$ cat config.mk
export PLATFORM = sky130hd
export DESIGN_NAME = data_memory_bus_arbiter
export DESIGN_NICKNAME = d
export VERILOG_FILES = /design/src/hw/section_arbiter.v /design/src/hw/data_memory_bus_arbiter.v
export VERILOG_INCLUDE_DIRS = /design/src /design/src/hw
export SDC_FILE = /design/constraint.sdc
export NUM_CORES = 1
export LEC_CHECK = 0
export BUFFER_PORTS_ARGS = -buffer_cell sky130_fd_sc_hd__buf_2
export CAP_MARGIN = 20
export CORE_UTILIZATION = 54
export CTS_CLUSTER_SIZE = 10
export DETAILED_ROUTE_END_ITERATION = 16
export GPL_TIMING_DRIVEN = 0
export PLACE_DENSITY = 0.9
export SETUP_SLACK_MARGIN = 0.02
export SYNTH_ARGS = -nofsm -noshare
export SYNTH_HDL_FRONTEND = slang
export SYNTH_SLANG_ARGS = --single-unit
$ cat constraint.sdc
create_clock -name ref_clk -period 3.9 [get_ports ref_clk]
set_input_delay 0.39 -clock ref_clk [delete_from_list [all_inputs] [get_ports ref_clk]]
set_output_delay 0.39 -clock ref_clk [all_outputs]
set_load 0.005 [all_outputs]
$ cat src/hw/dmem_arb_map.vh
`ifndef DMEM_ARB_MAP_VH
`define DMEM_ARB_MAP_VH

// Masters
`define M_CPU 2'd0
`define M_DRD 2'd1
`define M_DWR 2'd2
`define N_MASTERS 3

// Memory sections
`define SEC_IO 2'd0
`define SEC_EE 2'd1
`define SEC_SRAM 2'd2
`define N_SECTIONS 3

// Address bounds of the sections
`define EE_BASE 16'h1000
`define SRAM_BASE 16'h2000

// Access timing in cycles
`define IO_CYC 2'd1
`define SRAM_WR_CYC 2'd1
`define SRAM_RD_CYC 2'd2
`define SRAM_BURST_CYC 2'd1
`define EE_WR_CYC 2'd1
`define EE_RD_CYC 2'd3
`define EE_BURST_CYC 2'd2

// Lock groups
`define LK_CLK 2'd0
`define LK_EVT 2'd1
`define LK_WEX 2'd2

`endif

$ cat src/hw/section_arbiter.v
`timescale 1ns/1ns
`default_nettype none
`include "dmem_arb_map.vh"

module section_arbiter (
    // Clock and reset
    input wire ref_clk,
    input wire rstn,
    // Requests from the three masters
    input wire [2:0] req,
    input wire [2:0] burst,
    input wire [2:0] wr,
    // Section kind, sets the beat timing
    input wire [1:0] sect,
    // Grant and beat strobe
    output reg [2:0] grant_q,
    output reg [2:0] done_q,
    output reg busy_q
);

// -----------------------------------------------------------------
// Beat length
// -----------------------------------------------------------------
function [1:0] beat_len;
    input [1:0] s;
    input b;
    input w;
    input first;
    begin
        if (s == `SEC_IO)
            beat_len = `IO_CYC;
        else if (s == `SEC_SRAM)
            beat_len = w ? `SRAM_WR_CYC :
                (b && !first) ? `SRAM_BURST_CYC : `SRAM_RD_CYC;
        else
            beat_len = w ? `EE_WR_CYC :
                (b && !first) ? `EE_BURST_CYC : `EE_RD_CYC;
    end
endfunction

reg [1:0] owner_q, owner_d;
reg bursting_q;
reg [1:0] cnt_q;
reg first_q;
reg dma_turn_q;
reg [2:0] pick;
reg pick_v;
reg last_beat;
reg [1:0] other;
reg [2:0] hold_off;
reg [2:0] req_m;

// -----------------------------------------------------------------
// Priority selection
// -----------------------------------------------------------------
always @* begin
    pick = 3'b000;
    pick_v = 1'b0;
    owner_d = owner_q;
    last_beat = busy_q && (cnt_q == 2'd1);
    other = (owner_q == `M_DRD) ? `M_DWR : `M_DRD;
    // A finished single access still shows its request until the
    // registered done reaches the master; keep it from a second grant
    hold_off = done_q & ~burst;
    if (last_beat && !burst[owner_q])
        hold_off[owner_q] = 1'b1;
    req_m = req & ~hold_off;
    if (busy_q && !last_beat) begin
        // Single access or burst beat in flight keeps the section
        pick_v = 1'b1;
    end else if (busy_q && bursting_q && req_m[owner_q] && burst[owner_q])
    begin
        // Two DMA bursts on one section take turns per beat
        if (owner_q != `M_CPU && req_m[other] && burst[other]) begin
            owner_d = other;
        end
        pick_v = 1'b1;
    end else if (|(req_m & burst)) begin
        pick_v = 1'b1;
        if (req_m[0] && burst[0])
            owner_d = `M_CPU;
        else if (req_m[1] && burst[1] && req_m[2] && burst[2])
            owner_d = dma_turn_q ? `M_DWR : `M_DRD;
        else if (req_m[1] && burst[1])
            owner_d = `M_DRD;
        else
            owner_d = `M_DWR;
    end else if (|req_m) begin
        pick_v = 1'b1;
        if (req_m[0])
            owner_d = `M_CPU;
        else if (req_m[1])
            owner_d = `M_DRD;
        else
            owner_d = `M_DWR;
    end
    if (pick_v)
        pick[owner_d] = 1'b1;
end

// -----------------------------------------------------------------
// Grant state, evaluated every cycle
// -----------------------------------------------------------------
always @(posedge ref_clk or negedge rstn) begin
    if (!rstn) begin
        owner_q <= 2'd0;
        grant_q <= 3'b000;
        done_q <= 3'b000;
        busy_q <= 1'b0;
        bursting_q <= 1'b0;
        cnt_q <= 2'd0;
        first_q <= 1'b0;
        dma_turn_q <= 1'b0;
    end else begin
        grant_q <= pick;
        done_q <= 3'b000;
        if (last_beat)
            done_q[owner_q] <= 1'b1;
        if (busy_q && !last_beat) begin
            cnt_q <= cnt_q - 2'd1;
        end else if (pick_v) begin
            // Continuing the same burst skips the first-word latency
            first_q <= !(busy_q && bursting_q && owner_d == owner_q);
            cnt_q <= beat_len(sect, burst[owner_d], wr[owner_d],
                !(busy_q && bursting_q && owner_d == owner_q));
            owner_q <= owner_d;
            bursting_q <= burst[owner_d];
            busy_q <= 1'b1;
            if (owner_d != `M_CPU)
                dma_turn_q <= (owner_d == `M_DRD);
        end else begin
            busy_q <= 1'b0;
            bursting_q <= 1'b0;
        end
    end
end

endmodule
`default_nettype wire

$ cat src/hw/data_memory_bus_arbiter.v
// How it works
// - Three memory sections each have their own arbiter and grant.
// - An in-flight single access keeps its section until finished.
// - An ongoing burst ranks second, above every new request.
// - Two DMA bursts to one section alternate grants each beat.
// - New bursts rank third; the processor core wins ties.
// - New single accesses rank last; the processor core wins ties.
// - I/O memory reads and writes finish in one cycle.
// - SRAM write takes one cycle, single SRAM read two cycles.
// - SRAM burst read gives a word every cycle after the first.
// - EEPROM buffer load one cycle, single EEPROM read three cycles.
// - EEPROM burst read gives a word every second cycle.
// - Writes to registers under a set lock are ignored.
// - Lock registers are written only when the guard authorises.
`timescale 1ns/1ns
`default_nettype none
`include "dmem_arb_map.vh"

module data_memory_bus_arbiter (
    // Clock and reset
    input wire ref_clk,
    input wire rstn,
    // Processor core request
    input wire cpu_req,
    input wire cpu_burst,
    input wire cpu_wr,
    input wire [15:0] cpu_addr,
    // DMA controller read side
    input wire drd_req,
    input wire drd_burst,
    input wire [15:0] drd_addr,
    // DMA controller write side
    input wire dwr_req,
    input wire dwr_burst,
    input wire [15:0] dwr_addr,
    // Grants, one per master per section (bit = master)
    output reg [2:0] io_grant_q,
    output reg [2:0] ee_grant_q,
    output reg [2:0] sram_grant_q,
    // Beat done strobes per master
    output reg [2:0] done_q,
    // Lockable register write gate
    input wire lk_wr,
    input wire [1:0] lk_group,
    input wire lock_reg_wr,
    input wire [2:0] lock_wdata,
    input wire config_change_guard,
    output reg [2:0] lock_q,
    output reg lk_wr_en_q
);

// -----------------------------------------------------------------
// Section decode
// -----------------------------------------------------------------
function [1:0] sect_of;
    input [15:0] a;
    begin
        if (a >= `SRAM_BASE)
            sect_of = `SEC_SRAM;
        else if (a >= `EE_BASE)
            sect_of = `SEC_EE;
        else
            sect_of = `SEC_IO;
    end
endfunction

wire [1:0] cpu_s = sect_of(cpu_addr);
wire [1:0] drd_s = sect_of(drd_addr);
wire [1:0] dwr_s = sect_of(dwr_addr);
wire [2:0] req_v = {dwr_req, drd_req, cpu_req};
wire [2:0] bst_v = {dwr_burst, drd_burst, cpu_burst};
wire [2:0] wr_v = {1'b1, 1'b0, cpu_wr};
wire [8:0] g_w;
wire [8:0] d_w;
wire [2:0] b_w;

// -----------------------------------------------------------------
// One arbiter per section
// -----------------------------------------------------------------
genvar s;
generate
    for (s = 0; s < `N_SECTIONS; s = s + 1) begin : g_sec
        localparam [1:0] SK = s;
        wire [2:0] r = req_v & {dwr_s == s, drd_s == s, cpu_s == s};
        section_arbiter u_arb (
            .ref_clk(ref_clk),
            .rstn(rstn),
            .req(r),
            .burst(bst_v),
            .wr(wr_v),
            .sect(SK),
            .grant_q(g_w[3*s+2:3*s]),
            .done_q(d_w[3*s+2:3*s]),
            .busy_q(b_w[s])
        );
    end
endgenerate

// -----------------------------------------------------------------
// Output registers
// -----------------------------------------------------------------
always @(posedge ref_clk or negedge rstn) begin
    if (!rstn) begin
        io_grant_q <= 3'b000;
        ee_grant_q <= 3'b000;
        sram_grant_q <= 3'b000;
        done_q <= 3'b000;
    end else begin
        // Registered copy adds one cycle to grants and strobes
        io_grant_q <= g_w[2:0];
        ee_grant_q <= g_w[5:3];
        sram_grant_q <= g_w[8:6];
        done_q <= d_w[2:0] | d_w[5:3] | d_w[8:6];
    end
end

// -----------------------------------------------------------------
// I/O lock protection
// -----------------------------------------------------------------
always @(posedge ref_clk or negedge rstn) begin
    if (!rstn) begin
        lock_q <= 3'b000;
        lk_wr_en_q <= 1'b0;
    end else begin
        if (lock_reg_wr && config_change_guard)
            lock_q <= lock_wdata;
        // Group code 3 has no lock bit and is never blocked
        lk_wr_en_q <= lk_wr && !(lk_group != 2'd3 && lock_q[lk_group]);
    end
end

endmodule
`default_nettype wire

==> impl_metrics.tcl <==
set metrics [dict create \
    outcome "completed" \
    postLayoutCoreUtil_pct 64.8 \
    crit_chain "ha_1, nor4bb_1, o21ba_2, or4b_2, a31oi_4, a211oi_2, a211o_1, a2111o_1, a32o_1" \
    syn-mean-instance-area_sq_um 9.33 \
    hold_buffers 0 \
    dp_hpwl_microns 6110 \
    placed_area_sq_um 3570 \
    io_buffers 43 \
    rows 27 \
    cts_max_path_buffers 2 \
    synth_area_sq_um 3250 \
    grt_util_all_layers_pct 26.7 \
    routedWlPerCell_microns 17.1 \
    routed_wl_microns 8090 \
    grt_max_degree 29 \
    die_x_microns 79.5 \
    ctsResizeCount 0 \
    dpl_worst_slack_ns 0.483 \
    io_pins 81 \
    final_nets 467 \
    power.share.clock_pct 15.7 \
    worstRegToRegCells 9 \
    timing.rr.end "g_sec[0].u_arb.bursting_q$_DFFE_PN0N_" \
    swShare_pct 40.2 \
    power_frac_seq_pct 40.3 \
    die_y_microns 79.5 \
    yosysWarnings 0 \
    drtAntennaViolNets 0 \
    n_antenna_cell 0 \
    fin_skew_ns 0.00898 \
    clkTransAtPathRegs_ns 0.10 \
    postCtsSetupRepairBufs 0 \
    p_int_mw 1.19 \
    holdWs_ns 0.0977 \
    drive_above_1_share_pct 20.0 \
    drv_cap 0 \
    via_per_inst 6.44 \
    cts.sink_count 55 \
    power.switching_mw 0.801 \
    post-route-cell-area_sq_um 3660 \
    critical_path.max_fanout 8 \
    htree_levels 2 \
    worstSetupPathType "flop to flop" \
    grt_overflow 0 \
    worstPathRequired_ns 4.12 \
    async_flop_share_pct 100 \
    drt_iter0_markers 385 \
    cts_tree "yes" \
    cts_inserted_buffers 5 \
    start_util_pct 57.6 \
    startpoint_type "flop" \
    worst-path-stages 9 \
    fin_ws_ns 0.746 \
    cp-end-kind "flop" \
    combPwrFrac_pct 44.0 \
    powerDensity_nw_per_um2 545 \
    vias 3040 \
    first_global_vias 2851 \
    min_period_over_period_pct 80.9 \
    drc 0 \
    hold_class "input port to asynchronous set/reset pin" \
    gp_congestion 0.973 \
    synth_nets 416 \
    fin_cells 472 \
    fin_crit_ns 3.15 \
    seq_area_frac_synth_pct 42.4 \
    finalSetupViolations 0 \
    antenna_found_initial 0 \
    ys_types 72 \
    drt-pass1-iter-count 5 \
    area_delta_synth_final_pct 12.6 \
    max_freq_ghz 0.317 \
    ys.flop_type "dfrtp_1" \
    grt_pass1_wl_microns 13200 \
    drv_slew 0 \
    worst_path_max_delay_cell "or4b_2" \
    dieArea_sq_um 6330 \
    dp_cells 464 \
    cts-root-buf "clkbuf_8" \
    reg2reg_slack_ns 0.75 \
    postSynthCellCount 348 \
    hold_viol_final 0 \
    synth_edf_count 0 \
    path_buf_inv 0 \
    rsz0062_at_grt "false" \
    synth-seq-cells 55 \
    worst_pin_slew_ns 0.986 \
    power.static_leakage_nw 1.68 \
    total_power_mw 1.99 \
    fin_setup_tns_ns 0 \
    slew_headroom_pct 33.4 \
    fp.coreArea_sq_um 5640 \
    max_stage_delay_ns 0.66 \
    r2r-start "g_sec[0].u_arb.cnt_q[0]$_DFFE_PN0P_" \
    ir_worst_vdd_mv 0.273 \
    cp_data_arrival_time_ns 3.37 \
    crit_family "compound AO/OA/AOI/OAI gates" \
    clock_latency_ns 0.31 \
]
worst max path at each step:
stage | start | end | slack, ns
after floorplan | dwr_addr[14] | g_sec[0].u_arb.bursting_q$_DFFE_PN0N_ | 0.91
after detailed placement | drd_addr[15] | g_sec[1].u_arb.cnt_q[0]$_DFFE_PN0P_ | 0.48
after global placement | drd_addr[15] | g_sec[1].u_arb.bursting_q$_DFFE_PN0N_ | 0.51
final | g_sec[0].u_arb.cnt_q[0]$_DFFE_PN0P_ | g_sec[0].u_arb.bursting_q$_DFFE_PN0N_ | 0.75
after CTS | g_sec[0].u_arb.cnt_q[0]$_DFFE_PN0P_ | g_sec[0].u_arb.bursting_q$_DFFE_PN0N_ | 0.76
after global routing | g_sec[0].u_arb.cnt_q[0]$_DFFE_PN0P_ | g_sec[0].u_arb.bursting_q$_DFFE_PN0N_ | 0.58
power groups by stage:
stage / sequential, mW / combinational, mW / clock [mW]
global placement: 0.803 / 0.830 / 0
detailed placement: 0.814 / 0.863 / 0
CTS: 0.802 / 0.866 / 0.318
finish: 0.805 / 0.878 / 0.312
global route: 0.821 / 0.967 / 0.349
floorplan: 0.791 / 0.631 / 0
synthesized netlist by cell type (2+ instances only):
library cell   n  area (sq um)
dfrtp_1       55          1380
nand2_1       35           131
nor2_1        25          93.8
a21oi_1       22           110
inv_1         16          60.1
nand2b_1      12          75.1
o21ai_0       11          55.1
nor3_1        10          50.1
nand3_1        9          45.0
a31oi_1        8          50.1
clkbuf_1       8          30.0
mux2i_1        8          80.1
nor2b_1        7          43.8
a211o_1        5          43.8
mux2_2         5          56.3
o211ai_1       5          37.5
or3_1          5          31.3
a22o_1         4          35.0
and4b_1        4          40.0
nand3b_1       4          30.0
o32ai_1        4          35.0
or2_2          4          25.0
a21o_1         3          22.5
a221oi_1       3          26.3
and3_1         3          18.8
buf_2          3          15.0
ha_1           3          37.5
nor4b_1        3          26.3
o2111ai_1      3          26.3
o211a_1        3          30.0
o21a_1         3          22.5
o31ai_1        3          22.5
a2111o_1       2          22.5
a211oi_1       2          15.0
a21bo_2        2          20.0
a32oi_1        2          17.5
and2_2         2          15.0
nand4_1        2          12.5
nand4bb_1      2          22.5
nor4_1         2          12.5
o21ba_2        2          20.0
o22ai_1        2          12.5
o2bb2ai_1      2          17.5
o32a_1         2          20.0
cell families after synthesis:
group | synth area share, %
compound gates | 25.0
xor+xnor | 0.270
fa+ha+maj | 1.16
buf+inv | 3.70
mux | 4.20
flops | 42.4
simple gates | 23.3
layout make-up:
class                           count  area [sq um]
Buffer                             13          56.3
Fill cell                         445          1980
Inverter                           17          63.8
Clock buffer                        6          72.6
Multi-Input combinational cell    263          1750
Sequential cell                    55          1380
Timing Repair Buffer               44           235
Tap cell                           72          90.1
Clock inverter                      2          12.5
state kept, by name (all words and copies together), names as in the netlist:
name                    count
g_sec.u_arb.bursting_q      3
g_sec.u_arb.owner_q         6
io_grant_q                  3
g_sec.u_arb.busy_q          3
g_sec.u_arb.dma_turn_q      3
g_sec.u_arb.grant_q         9
g_sec.u_arb.done_q          9
done_q                      3
lk_wr_en_q                  1
sram_grant_q                3
g_sec.u_arb.cnt_q           6
ee_grant_q                  3
lock_q                      3
routing by layer:
| layer | vias to the layer above | global-route usage [%] | routed length, microns |
|---|---|---|---|
| met5 | - | 0 | 0 |
| met3 | 24 | 3.09 | 583 |
| met1 | 1462 | 34.6 | 3450 |
| met4 | 0 | 14.4 | 250 |
| li1 | 1405 | - | - |
| met2 | 149 | 43.6 | 3810 |
cell usage in the layout (no fill, tap or decap), types with 3 or more instances in the layout:
cell type,count
or3_1,5
nor3_1,10
clkbuf_1,9
o21a_1,3
nand3b_1,4
dfrtp_1,55
nand3_1,9
o211a_1,3
a211o_1,5
o31ai_1,3
nand2_1,35
mux2_2,5
buf_2,46
mux2i_1,8
o211ai_1,5
ha_1,3
a221oi_1,3
inv_1,16
a22o_1,4
and3_1,3
nor2b_1,7
a21o_1,3
nor2_1,25
o2111ai_1,3
or2_2,4
and4b_1,4
nor4b_1,3
nand2b_1,12
clkbuf_8,5
a21oi_1,22
a31oi_1,8
o21ai_0,11
o32ai_1,4
Power figures use the tool's default switching activity.
